### config.mk
export PLATFORM = sky130hd
export DESIGN_NAME = fieldbus_write_parameter_map
export DESIGN_NICKNAME = d
export VERILOG_FILES = /design/src/inc/fbw_pkg.sv /design/src/inc/word_bus_if.sv /design/src/core/byte_pairer.sv /design/src/core/fieldbus_write_parameter_map.sv
export SDC_FILE = /design/constraint.sdc
export NUM_CORES = 1
export LEC_CHECK = 0
export BUFFER_PORTS_ARGS = -buffer_cell sky130_fd_sc_hd__buf_2
export CAP_MARGIN = 10
export CORE_MARGIN = 1
export CORE_UTILIZATION = 42
export CTS_CLUSTER_SIZE = 12
export DETAILED_ROUTE_END_ITERATION = 6
export SYNTH_ARGS = -nofsm -noshare
export SYNTH_HDL_FRONTEND = slang
export SYNTH_HIERARCHICAL = 1
export SYNTH_SLANG_ARGS = --single-unit
### constraint.sdc
create_clock -name clk_i -period 2.11 [get_ports clk_i]
set_input_delay 0.633 -clock clk_i [delete_from_list [all_inputs] [get_ports clk_i]]
set_output_delay 0.633 -clock clk_i [all_outputs]
set_load 0.02 [all_outputs]
### src/inc/fbw_pkg.sv
// Constants for the fieldbus writable parameter bank
`default_nettype none
package fbw_pkg;
  localparam int          IMAGE_WORDS    = 32;
  localparam int          IMAGE_BYTES    = 2 * IMAGE_WORDS;
  localparam int          BYTE_CNT_W     = 7;
  localparam int          WORD_IDX_W     = 5;
  // Byte offsets within the master output image
  localparam int          UNUSED0_OFS    = 0;
  localparam int          UNUSED1_OFS    = 2;
  localparam int          CMD_OFS        = 4;
  localparam int          SP_OFS         = 6;
  localparam int          OSC_OFS        = 8;
  localparam logic [4:0]  CMD_IDX        = 5'(CMD_OFS / 2);
  localparam logic [4:0]  SP_IDX         = 5'(SP_OFS / 2);
  localparam logic [4:0]  OSC_IDX        = 5'(OSC_OFS / 2);
  // Command word fields
  localparam int          CMD_SP_LOCAL   = 1;
  localparam int          CMD_OUT_EN     = 2;
  localparam int          CMD_IL_LOCAL   = 4;
  localparam logic [15:0] CMD_MASK       = 16'h0016;
  localparam logic [15:0] CMD_RESET      = 16'h0000;
  // Parameter ceilings; minimum is always zero
  localparam logic [15:0] SP_MAX         = 16'h03FF;
  localparam logic [15:0] OSC_MAX        = 16'h00FF;
  localparam logic [15:0] WORD_RESET     = 16'h0000;
endpackage
`default_nettype wire

### src/inc/word_bus_if.sv
// Assembled-word carrier between byte pairer and register bank
`timescale 1ns/1ps
`default_nettype none
interface word_bus_if;
  logic        wr;
  logic [4:0]  idx;
  logic [15:0] data;
  modport src (output wr, idx, data);
  modport dst (input wr, idx, data);
endinterface
`default_nettype wire

### src/core/byte_pairer.sv
// Pairs output-image bytes into words, high byte first
`timescale 1ns/1ps
`default_nettype none
module byte_pairer
  import fbw_pkg::*;
(
  input  wire logic       clk_i,
  input  wire logic       rst_n_i,
  input  wire logic       frame_start_i,
  input  wire logic       byte_valid_i,
  input  wire logic [7:0] byte_i,
  word_bus_if.src         wb
);
  logic [BYTE_CNT_W-1:0] cnt_q;
  logic [BYTE_CNT_W-1:0] cnt_base;
  logic [7:0]            hi_q;
  logic                  in_image;
  logic                  take;

  // A new frame restarts at byte zero even if the old one was short
  assign cnt_base = frame_start_i ? '0 : cnt_q;
  assign in_image = cnt_base < BYTE_CNT_W'(IMAGE_BYTES);
  assign take     = byte_valid_i && in_image;

  always_ff @(posedge clk_i) begin
    if (!rst_n_i) begin
      cnt_q   <= '0;
      hi_q    <= 8'h00;
      wb.wr   <= 1'b0;
      wb.idx  <= '0;
      wb.data <= WORD_RESET;
    end else begin
      wb.wr <= take && cnt_base[0];
      if (take) begin
        cnt_q <= cnt_base + BYTE_CNT_W'(1);
      end else begin
        cnt_q <= cnt_base;
      end
      if (take && !cnt_base[0]) begin
        hi_q <= byte_i;
      end
      if (take && cnt_base[0]) begin
        wb.idx  <= cnt_base[WORD_IDX_W:1];
        wb.data <= {hi_q, byte_i};
      end
    end
  end

  AST_HI_FIRST: assert property (@(posedge clk_i) disable iff (!rst_n_i)
    (take && cnt_base[0]) |=> (wb.wr && wb.data == {$past(hi_q), $past(byte_i)}))
    else $error("word not formed high byte first");
  AST_CYCLIC_ONLY: assert property (@(posedge clk_i) disable iff (!rst_n_i)
    wb.wr |-> $past(byte_valid_i))
    else $error("word written without a cyclic byte");
  AST_IMAGE_LEN: assert property (@(posedge clk_i) disable iff (!rst_n_i)
    cnt_q <= BYTE_CNT_W'(IMAGE_BYTES))
    else $error("byte count ran past the output image");
endmodule
`default_nettype wire

### src/core/fieldbus_write_parameter_map.sv
// Writable parameter bank fed by the cyclic fieldbus output image
`timescale 1ns/1ps
`default_nettype none
// Overview of operation
// - Parameters arrive only through cyclic data exchange; no acyclic services.
// - Output image toward the device spans 32 sixteen-bit words.
// - Command word at byte 4: bit1 local set point, bit2 enable, bit4 local limit.
// - Parameters are unsigned, zero minimum, held to their listed maximum.
// - With read-write access, set-point source follows command bit 1 only.
// - With read-write and input enabling, output needs digital input and bit 2.
// - Words travel high byte first, then low byte.
// - Zero command word selects analog limit; analog set point only with read-write or no set-point input.
module fieldbus_write_parameter_map
  import fbw_pkg::*;
(
  input  wire logic       clk_i,
  input  wire logic       rst_n_i,
  input  wire logic       frame_start_i,
  input  wire logic       byte_valid_i,
  input  wire logic [7:0] byte_i,
  input  wire logic       port2_rw_i,
  input  wire logic       sp_di_cfg_i,
  input  wire logic       sp_di_local_i,
  input  wire logic       out_di_cfg_i,
  input  wire logic       out_di_on_i,
  output logic [15:0]     command_word_o,
  output logic [9:0]      set_point_o,
  output logic [7:0]      output_scale_o,
  output logic            sp_local_o,
  output logic            out_enable_o,
  output logic            il_local_o
);
  word_bus_if wb ();

  byte_pairer u_pairer (
    .clk_i         (clk_i),
    .rst_n_i       (rst_n_i),
    .frame_start_i (frame_start_i),
    .byte_valid_i  (byte_valid_i),
    .byte_i        (byte_i),
    .wb            (wb)
  );

  logic [15:0] cmd_q;
  logic [15:0] sp_q;
  logic [15:0] osc_q;
  logic        wr_cmd;
  logic        wr_sp;
  logic        wr_osc;
  logic [15:0] cmd_d;
  logic [15:0] sp_d;
  logic [15:0] osc_d;
  logic        sp_local_d;
  logic        out_en_d;
  logic        il_local_d;

  // Words at indices 0, 1 and 5..31 fall through with no decode
  assign wr_cmd = wb.wr && (wb.idx == CMD_IDX);
  assign wr_sp  = wb.wr && (wb.idx == SP_IDX);
  assign wr_osc = wb.wr && (wb.idx == OSC_IDX);
  assign cmd_d  = wr_cmd ? (wb.data & CMD_MASK) : cmd_q;
  // Saturate rather than wrap so an out-of-range write cannot go low
  assign sp_d   = !wr_sp ? sp_q : ((wb.data > SP_MAX) ? SP_MAX : wb.data);
  assign osc_d  = !wr_osc ? osc_q : ((wb.data > OSC_MAX) ? OSC_MAX : wb.data);

  // Without read-write access the digital input keeps its say
  assign sp_local_d = (port2_rw_i || !sp_di_cfg_i) ? cmd_q[CMD_SP_LOCAL]
                                                   : sp_di_local_i;
  assign out_en_d   = !port2_rw_i ? (!out_di_cfg_i || out_di_on_i)
                    : out_di_cfg_i ? (out_di_on_i && cmd_q[CMD_OUT_EN])
                    : cmd_q[CMD_OUT_EN];
  assign il_local_d = cmd_q[CMD_IL_LOCAL];

  always_ff @(posedge clk_i) begin
    if (!rst_n_i) begin
      cmd_q <= CMD_RESET;
      sp_q  <= WORD_RESET;
      osc_q <= WORD_RESET;
    end else begin
      cmd_q <= cmd_d;
      sp_q  <= sp_d;
      osc_q <= osc_d;
    end
  end

  always_ff @(posedge clk_i) begin
    if (!rst_n_i) begin
      sp_local_o   <= 1'b0;
      out_enable_o <= 1'b0;
      il_local_o   <= 1'b0;
    end else begin
      sp_local_o   <= sp_local_d;
      out_enable_o <= out_en_d;
      il_local_o   <= il_local_d;
    end
  end

  assign command_word_o = cmd_q;
  assign set_point_o    = sp_q[9:0];
  assign output_scale_o = osc_q[7:0];

  AST_CMD_DECODE: assert property (@(posedge clk_i) disable iff (!rst_n_i)
    wr_cmd |=> (cmd_q == ($past(wb.data) & CMD_MASK)))
    else $error("command word not stored with its used bits");
  AST_CMD_FIELDS: assert property (@(posedge clk_i) disable iff (!rst_n_i)
    (wr_cmd && port2_rw_i) ##1 port2_rw_i |=>
      (sp_local_o == $past(cmd_q[CMD_SP_LOCAL], 1) && il_local_o == $past(cmd_q[CMD_IL_LOCAL])))
    else $error("command bits 1 or 4 not reflected");
  AST_CLAMP: assert property (@(posedge clk_i) disable iff (!rst_n_i)
    (sp_q <= SP_MAX) && (osc_q <= OSC_MAX))
    else $error("parameter above its ceiling");
  AST_SP_SAT: assert property (@(posedge clk_i) disable iff (!rst_n_i)
    (wr_sp && wb.data > SP_MAX) |=> (sp_q == SP_MAX))
    else $error("set point not saturated");
  AST_RW_LOCAL: assert property (@(posedge clk_i) disable iff (!rst_n_i)
    port2_rw_i |=> (sp_local_o == $past(cmd_q[CMD_SP_LOCAL])))
    else $error("set point source ignores command bit 1");
  AST_EN_BOTH: assert property (@(posedge clk_i) disable iff (!rst_n_i)
    (port2_rw_i && out_di_cfg_i) |=> (out_enable_o == $past(out_di_on_i && cmd_q[CMD_OUT_EN])))
    else $error("output enable not gated by input and bit 2");
  AST_ZERO_ANALOG: assert property (@(posedge clk_i) disable iff (!rst_n_i)
    (cmd_q == CMD_RESET && (port2_rw_i || !sp_di_cfg_i)) |=> (!sp_local_o && !il_local_o))
    else $error("zero command does not select analog sources");
  AST_UNUSED_WORD: assert property (@(posedge clk_i) disable iff (!rst_n_i)
    (wb.wr && wb.idx != CMD_IDX && wb.idx != SP_IDX && wb.idx != OSC_IDX)
      |=> ($stable(cmd_q) && $stable(sp_q) && $stable(osc_q)))
    else $error("unused word changed a parameter");

  COV_CMD_WRITE: cover property (@(posedge clk_i) disable iff (!rst_n_i) wr_cmd);
  COV_SP_SAT: cover property (@(posedge clk_i) disable iff (!rst_n_i)
    wr_sp && wb.data > SP_MAX);
  COV_EN_BOTH: cover property (@(posedge clk_i) disable iff (!rst_n_i)
    port2_rw_i && out_di_cfg_i && out_enable_o);
endmodule
`default_nettype wire

==> run_results.csv, run 1 <==
group,metric,value,unit
global_routing,grt_pass1_wl,7990,um
run,cap_viol_max_count,0,
finish,fillers,524,
global_routing,use_met3,4.80,%
logic_synthesis,synth.top_cell.area_share,48.5,%
global_routing,grt_use_met2,22.5,%
power,cell_internal_pwr,1.83,mW
cts,cts_sinks,61,
logic_synthesis,synth-seq-cells,61,
worst_setup_path,critical_path_class,"in -> reg",
detailed_routing,wl_per_cell,13.3,um
worst_setup_path,r2r_end,"u_pairer/wb.idx[4]",
power,p_clk_share,44.1,%
power,power.share.switching,22.6,%
worst_setup_path,crit_fanout,23,
cts,numCtsBuffers,9,
sta,finalHoldViolCount,0,
global_routing,antenna_found_initial,0,
cts,cts.htree.levels,3,
worst_setup_path,crit_path_end_kind,"flip-flop",
worst_setup_path,cp_data_arrival_time,1.78,ns
global_routing,grt_overflow,0,
placed_design,io_buffers,40,
power,finalPower,2.36,mW
finish,nets,300,
worst_setup_path,ff2ff_setup_slack,0.65,ns
power,p_leak,1.23,nW
placed_design,place_hpwl,3330,um
logic_synthesis,yosys_warnings,6,
worst_setup_path,cp.required,2.33,ns
detailed_routing,drt_first_pass_iters,6,
power,power_density,806,nW/um2
logic_synthesis,syn_avg_cell_area,10.7,um2
detailed_routing,drt-vias-per-instance,4.90,
worst_setup_path,r2r-start,"u_pairer/cnt_q[6]",
logic_synthesis,synth-seq-area-share,48.5,%
worst_setup_path,worstSetupEndpoint,"u_pairer/wb.idx[4]",
global_routing,grt_use_total,16.9,%
placed_design,gp_congestion,0.801,
sta,fin_crit,1.56,ns
cts,hold_buffers,0,
sta,tns,0,ns
logic_synthesis,yosys.area.top_type,"dfxtp_1",
sta,grt_setup_unrepaired,"false",
floorplan,die_h,79.5,um
floorplan,pin_count,54,
detailed_routing,ant_nets,0,
worst_setup_path,path_buf_inv,2,
floorplan,start_util,44.7,%
finish,n_antenna_cell,0,
min_path,hold_path_class,"reg -> reg",
floorplan,fp.dieArea,6310,um2
cts,clockBufferDepth,2,
global_routing,use_met1,23.8,%
sta,clock.fmax,0.643,GHz
cts,ctsResizeCount,0,
logic_synthesis,syn-cell-area,2520,um2
finish,drive_gt1_share,28.5,%
detailed_routing,dr.first_iter.drc_count,59,
detailed_routing,drt_wl_total,4750,um
power,p_sw,0.534,mW
sta,setup_viol,0,
worst_setup_path,cp.depth,7,
cts,post_cts_buffers,0,
sta,fin_crit_sh,73.7,%
power,share_seq_of_total_power,50.1,%
worst_setup_path,crit_start,"frame_start_i",
worst_setup_path,rr_worst_depth,6,
status,status,"complete, no violations",
worst_setup_path,crit_path_max_incr_delay,0.24,ns
sta,skew,0.00946,ns
global_routing,grt-busiest-layer,"met1",
logic_synthesis,synthTopCellsByArea,"dfxtp_1 48%, mux2i_1 12%, nor2_1 4.8%, o221a_1 4.0%, o221a_2 4.0%",
detailed_routing,remaining_drc_errors,0,
sta,slew_violations,0,
worst_setup_path,cp_slowest_cell,"and2b_2",
floorplan,rows,27,
cts,root_buffer,"clkbuf_8",
finish,syn_to_final_growth,16.3,%
logic_synthesis,synth.distinct_cells,34,
finish,regArea,1220,um2
floorplan,core_area,5640,um2
worst_setup_path,worst_path_most_repeated_cell,"and2b_2",
detailed_routing,num_vias,1743,
worst_setup_path,startpoint_type,"input pin",
worst_setup_path,cp_cell_sequence,"buf_2 > and2b_2 > ha_1 > buf_12 > and2b_2 > a21oi_1 > nor2_1",
floorplan,die_x,79.5,um
power,vdd.ir_drop.worst,0.426,mV
cts,path_clk_slew,0.07,ns
worst_setup_path,critical_path.top_delay_family,"simple AND/OR/NAND/NOR gates",
logic_synthesis,synthCells,236,
global_routing,grt_max_degree,24,
cts,clk_latency,0.34,ns
finish,multi_input_comb_area,1130,um2
cts,cts_tree,"yes",
power,p_comb_share,5.8,%
global_routing,grt_pass1_vias,1596,
## layout by cell type, fill, tap and decap left out, types with 2 or more instances in the layout
cell        instances
nand4_1             2
o21ai_0             7
o221a_2             9
o221a_1             9
clkinvlp_4          2
and2_1              6
buf_4               5
o211ai_1            3
conb_1             13
dfxtp_1            61
or3_1               3
nand2_1             4
buf_2              40
a21oi_1            10
nor3b_1             2
clkbuf_8           11
or3b_2              2
and2b_2             5
nand3_1             3
mux2i_1            29
inv_1               8
nor2_1             32
ha_1                3
nor2b_1             3
## how the worst min path moves through the flow
stage                 startpoint          endpoint  cells past startpoint  slack [ns]
2_1_floorplan   u_pairer/hi_q[0]  u_pairer/hi_q[0]                      2        0.46
5_1_grt        command_word_o[4]        il_local_o                      1        0.51
3_5_place_dp   command_word_o[4]        il_local_o                      1        0.47
6_report       command_word_o[4]        il_local_o                      1        0.48
4_1_cts        command_word_o[4]        il_local_o                      1        0.48
3_3_place_gp   command_word_o[4]        il_local_o                      1        0.47
## synth_stat cells, drive strengths merged
library cell   n
dfxtp         61
nor2          32
mux2i         29
buf           20
o221a         18
a21oi         10
inv            8
o21ai          7
and2           6
and2b          5
clkbuf         4
nand2          4
nand4          4
ha             3
nand3          3
nor2b          3
nor3b          3
o211ai         3
or3            3
nor4           2
or3b           2
a221oi         1
and3b          1
conb           1
dlygate4sd1    1
nand2b         1
nand4bb        1
## sequential cells by signal, summed over array words and instances, names as in the netlist
signal	cells
il_local_o	1
u_pairer/hi_q	8
out_enable_o	1
u_pairer/cnt_q	7
u_pairer/wb.idx	5
command_word_o	3
u_pairer/wb.data	16
sp_local_o	1
u_pairer/wb.wr	1
osc_q	8
sp_q	10
## power by group through the flow
stage / combinational, mW / sequential (mW) / clock (mW)
6_report: 0.136 / 1.18 / 1.04
5_1_grt: 0.152 / 1.19 / 1.13
4_1_cts: 0.137 / 1.18 / 1.07
3_5_place_dp: 0.137 / 1.21 / 0
3_3_place_gp: 0.136 / 1.21 / 0
2_1_floorplan: 0.115 / 1.21 / 0
## final cells by class
type	count	area share (%)
Clock buffer	12	5.29
Timing Repair Buffer	46	8.79
Inverter	8	1.02
Tap cell	72	3.07
Clock inverter	3	1.54
Sequential cell	61	41.7
Multi-Input combinational cell	154	38.6
## cell families (layout without fill, tap and decap cells)
logic type	count (synthesis)	count (layout)	synth area share, %
DFF	61	61	48.5
muxes	29	29	11.5
adders and majority gates	3	3	1.49
and+or+nand+nor	70	70	17.3
AOI/OAI and AO/OA	39	39	12.7
other	1	13	0.149
buffers and inverters	33	69	8.39
## metrics by stage
stage                     area (um2)  cells  hold WS (ns)  utilization [%]  worst slack (ns)
after detailed placement        2730    341         0.469             48.4             0.208
after floorplan                 2560    248         0.460                -             0.217
after CTS                       2930    356         0.484             52.0             0.565
after global placement          2730    341         0.471             48.4             0.227
final                           2930    356         0.484             52.0             0.555
after global routing            2930    356         0.512             52.0             0.442
## routing by layer
| layer | vias up | routed length, um |
|---|---|---|
| met5 | - | 0 |
| met4 | 0 | 68 |
| met3 | 7 | 248 |
| met2 | 59 | 1950 |
| met1 | 779 | 2480 |
| li1 | 898 | - |
Power figures use the tool's default switching activity.
==> inputs of run 2 (changes only) <==
==> constraint.sdc (replaced) <==
create_clock -name clk_i -period 1.5 [get_ports clk_i]
set_input_delay 0.45 -clock clk_i [delete_from_list [all_inputs] [get_ports clk_i]]
set_output_delay 0.45 -clock clk_i [all_outputs]
set_load 0.02 [all_outputs]
==> run 2 against run 1 <==
Against the previous run: clock skew decreased by 0.0031 ns; cell area increased by 2.0%; register-to-register slack got worse by 0.57 ns; flip-flop and latch count unchanged; sequential power increased by 42%; via count increased by 3.0%; wire length about the same; combinational power increased by 57%; highest routed layer unchanged.
==> run_results.csv, run 2 (same netlist as run 1, synthesis figures left out) <==
group,metric,value,unit
cts,path_clk_slew,0.06,ns
finish,n_antenna_cell,0,
placed_design,io_buffers,40,
finish,final_common_cell,"dfxtp_1",
floorplan,pin_count,54,
floorplan,rows,27,
sta,grt_setup_unrepaired,"false",
cts,clk_latency,0.33,ns
detailed_routing,drt-vias-per-instance,4.96,
min_path,hold_path_class,"in -> reg",
detailed_routing,drt_first_pass_iters,4,
finish,final_cell_mix,"61 x dfxtp_1, 40 x buf_2, 32 x nor2_1, 29 x mux2i_1, 13 x conb_1",
finish,syn_to_final_growth,18.7,%
detailed_routing,num_vias,1796,
worst_setup_path,cp_data_arrival_time,1.64,ns
worst_setup_path,crit_start,"u_pairer/wb.data[10]",
cts,ctsResizeCount,0,
global_routing,grt_pass1_vias,1701,
floorplan,die_h,79.5,um
placed_design,gp_congestion,0.807,
placed_design,placed_cell_area,2830,um2
detailed_routing,dr.first_iter.drc_count,89,
sta,slew_violations,0,
sta,skew,0.00636,ns
cts,clockBufferDepth,2,
floorplan,core_area,5640,um2
finish,top_register,"u_pairer/wb.data",
sta,setup_viol,0,
placed_design,dp_slack,-0.128,ns
sta,setup_ws,0.0847,ns
cts,numCtsBuffers,9,
global_routing,grt_overflow,0,
finish,drive_gt1_share,30.0,%
finish,top_regs,"u_pairer/wb.data x16, sp_q x10",
cts,cts.htree.levels,3,
placed_design,place_hpwl,3370,um
worst_setup_path,critical_path_class,"reg -> reg",
floorplan,fp.dieArea,6310,um2
min_path,hold_path_startpoint,"out_di_cfg_i",
floorplan,start_util,44.7,%
power,finalPower,3.10,mW
worst_setup_path,crit_fanout,8,
cts,hold_buffers,0,
cts,post_cts_buffers,0,
run,cap_viol_max_count,0,
sta,fin_crit,1.42,ns
detailed_routing,drt_wl_total,4750,um
cts,cts_tree,"yes",
worst_setup_path,cp.required,1.72,ns
power,power_density,1040,nW/um2
worst_setup_path,r2r-start,"u_pairer/wb.data[10]",
status,status,"complete, no violations",
power,vdd.ir_drop.worst,0.503,mV
floorplan,die_x,79.5,um
cts,root_buffer,"clkbuf_8",
sta,finalHoldViolCount,0,
detailed_routing,ant_nets,0,
global_routing,grt_max_degree,28,
detailed_routing,wl_per_cell,13.1,um
finish,nets,306,
global_routing,grt_use_total,16.6,%
detailed_routing,remaining_drc_errors,0,
sta,clock.fmax,0.707,GHz
global_routing,grt_pass1_wl,7800,um
sta,fin_crit_sh,94.4,%
finish,largest_reg_flops,16,
finish,fillers,520,
worst_setup_path,crit_path_end_kind,"flip-flop",
cts,cts_sinks,61,
worst_setup_path,startpoint_type,"flip-flop",
global_routing,antenna_found_initial,0,
power,p_leak,1.26,nW
finish,finalInstanceArea,2990,um2
## run 2: report_power, final
group          leakage, nW  internal, mW  total, mW  switching (mW)
Sequential           0.494          1.65       1.67          0.0190
Combinational        0.681        0.0917      0.213           0.121
Clock               0.0833         0.631       1.22           0.593
## run 2: final timing paths
path / cells after the start / endpoint / slack (ns)
max: 3 / osc_q[5] / 0.08
min: 2 / out_enable_o / 0.32
max reg2reg: 3 / osc_q[5] / 0.08
min reg2reg: 2 / u_pairer/wb.data[9] / 0.49
## run 2: critical path: stages (launching register included)
cell and delay (ns):
dfxtp_1 0.33, nor4_4 0.40, nand4_2 0.28, o221a_1 0.30
## run 2: routing by layer
metal	up-vias	part of all wire [%]	GRT usage, %
li1	912	-	-
met1	826	52	21.8
met2	51	42	23.4
met3	7	4.4	4.34
met4	0	2.4	11.5
met5	-	0	0
## run 2: cell type report
type	count	area (um2)	area share [%]
well taps	72	90.1	3.01
flip-flops and latches	61	1220	40.8
clock buffers	13	149	4.98
repair buffers	52	353	11.8
multi-input cells	154	1140	38.1
inverters	8	30.0	1.00
clock inverters	2	10.0	0.335
## run 2: per-stage QoR
stage / util (%) / setup TNS [ns] / cells / hold WS (ns)
global route: 53.0 / 0 / 362 / 0.333
floorplan: - / -1.07 / 248 / 0.460
detailed placement: 50.2 / -2.33 / 347 / 0.484
finish: 53.0 / 0 / 362 / 0.321
CTS: 53.0 / 0 / 362 / 0.308
global placement: 50.2 / -1.63 / 347 / 0.467
==> inputs of run 3 (changes only) <==
--- a/config.mk
+++ b/config.mk
@@ -11,6 +11,7 @@
 export CORE_UTILIZATION = 42
 export CTS_CLUSTER_SIZE = 12
 export DETAILED_ROUTE_END_ITERATION = 6
+export PLACE_DENSITY_LB_ADDON = 0.2
 export SYNTH_ARGS = -nofsm -noshare
 export SYNTH_HDL_FRONTEND = slang
 export SYNTH_HIERARCHICAL = 1
==> run 3 against run 2 <==
Against the previous run: register-to-register slack is essentially flat; global-route usage grew 0.51 points; die area is the same; hold slack lost 0.021 ns; cell count grew 1.4%; clock-buffer cell count shrank 2; clock skew shrank 0.0013 ns; via count grew 0.56%; largest power group unchanged; critical path type unchanged.
==> run_results.csv, run 3 (same netlist as run 1, synthesis figures left out) <==
group,metric,value,unit
floorplan,die_x,79.5,um
detailed_routing,ant_nets,0,
power,finalPower,3.55,mW
power,p_leak,1.31,nW
global_routing,antenna_found_initial,0,
finish,largest_reg_flops,16,
worst_setup_path,crit_start,"u_pairer/wb.idx[3]",
power,vdd.ir_drop.worst,0.572,mV
detailed_routing,drt_first_pass_iters,4,
sta,fin_crit_sh,94.1,%
cts,clk_latency,0.34,ns
cts,clockBufferDepth,2,
cts,path_clk_slew,0.07,ns
floorplan,pin_count,54,
finish,final_common_cell,"dfxtp_1",
placed_design,io_buffers,40,
sta,grt_setup_unrepaired,"false",
floorplan,core_area,5640,um2
cts,numCtsBuffers,9,
global_routing,grt_max_degree,19,
detailed_routing,num_vias,1806,
finish,final_cell_mix,"61 x dfxtp_1, 40 x buf_2, 32 x nor2_1, 29 x mux2i_1, 13 x conb_1",
floorplan,rows,27,
finish,n_antenna_cell,0,
finish,syn_to_final_growth,23.0,%
global_routing,grt_pass1_vias,1784,
worst_setup_path,startpoint_type,"flip-flop",
detailed_routing,drt_wl_total,4760,um
sta,skew,0.00510,ns
floorplan,fp.dieArea,6310,um2
cts,hold_buffers,0,
worst_setup_path,cp.required,1.73,ns
cts,cts.htree.levels,3,
placed_design,place_hpwl,3380,um
detailed_routing,drt-vias-per-instance,4.92,
placed_design,gp_congestion,0.817,
sta,fin_crit,1.41,ns
worst_setup_path,critical_path_class,"reg -> reg",
worst_setup_path,crit_fanout,10,
finish,drive_gt1_share,32.9,%
cts,cts_tree,"yes",
cts,root_buffer,"clkbuf_8",
sta,finalHoldViolCount,0,
floorplan,die_h,79.5,um
sta,slew_violations,0,
sta,setup_viol,0,
worst_setup_path,r2r-start,"u_pairer/wb.idx[3]",
placed_design,place_inst,350,
finish,fin_cells,367,
worst_setup_path,crit_path_end_kind,"flip-flop",
finish,nets,310,
detailed_routing,remaining_drc_errors,0,
detailed_routing,wl_per_cell,13.0,um
finish,top_regs,"u_pairer/wb.data x16, sp_q x10",
cts,cts_sinks,61,
sta,clock.fmax,0.708,GHz
global_routing,grt_overflow,0,
finish,top_register,"u_pairer/wb.data",
global_routing,grt_pass1_wl,8100,um
status,status,"complete, no violations",
power,power_density,1150,nW/um2
worst_setup_path,cp_data_arrival_time,1.65,ns
run,cap_viol_max_count,0,
global_routing,grt_use_total,17.1,%
floorplan,start_util,44.7,%
detailed_routing,dr.first_iter.drc_count,54,
min_path,hold_path_startpoint,"out_di_cfg_i",
min_path,hold_path_class,"in -> reg",
[run 3: cell count changes in the layout (fill, tap and decap cells not counted), moves of 2 or more]
cell,change
clkbuf_1,-3
bufinv_16,+2
buf_4,+5
clkinv_4,+2
[run 3: power breakdown]
| part | leakage (nW) | switching [mW] | internal [mW] |
|---|---|---|---|
| Combinational | 0.699 | 0.123 | 0.0926 |
| Clock | 0.120 | 0.645 | 1.03 |
| Sequential | 0.494 | 0.0190 | 1.65 |
| Total | 1.31 | 0.787 | 2.77 |
[run 3: timing repair]
item                       in CTS  in global routing
setup buffers                   0                  1
resized for setup               0                  3
setup endpoints to repair       0                  1
[run 3: layer usage]
metal / GRT usage, % / up-vias / share of wire [%]
met5: 0 / - / 0
met4: 7.82 / 0 / 1.6
met3: 6.06 / 8 / 5.6
met2: 26.1 / 55 / 44
met1: 21.5 / 820 / 49
li1: - / 923 / -
[run 3: final cells by class]
| type | instances | area [um2] |
|---|---|---|
| Clock buffer | 11 | 151 |
| Clock inverter | 5 | 82.6 |
| Fill cell | 507 | 2540 |
| Inverter | 8 | 30.0 |
| Multi-Input combinational cell | 154 | 1150 |
| Sequential cell | 61 | 1220 |
| Tap cell | 72 | 90.1 |
| Timing Repair Buffer | 56 | 370 |
[run 3: final timing paths]
kind | end | slack [ns] | cells past startpoint
setup / recovery | sp_q[9] | 0.09 | 3
hold / removal | out_enable_o | 0.30 | 2
hold reg to reg | il_local_o | 0.48 | 1
setup reg to reg | sp_q[9] | 0.09 | 3
[run 3: critical path, cell delays in order (launching register included)]
cell,delay (ns)
dfxtp_1,0.34
nor3b_4,0.40
nand4_4,0.25
o221a_2,0.31
[run 3: per-stage QoR]
step | util (%) | hold WS, ns | setup TNS, ns | instance area, um2 | worst slack (ns)
after CTS | 54.5 | 0.288 | 0 | 3080 | 0.0451
after global placement | 50.4 | 0.462 | -1.46 | 2840 | -0.0920
after floorplan | - | 0.460 | -1.07 | 2600 | -0.0523
final | 55.0 | 0.300 | 0 | 3100 | 0.0878
after global routing | 55.0 | 0.281 | 0 | 3100 | 0.00749
after detailed placement | 50.4 | 0.477 | -2.00 | 2840 | -0.119
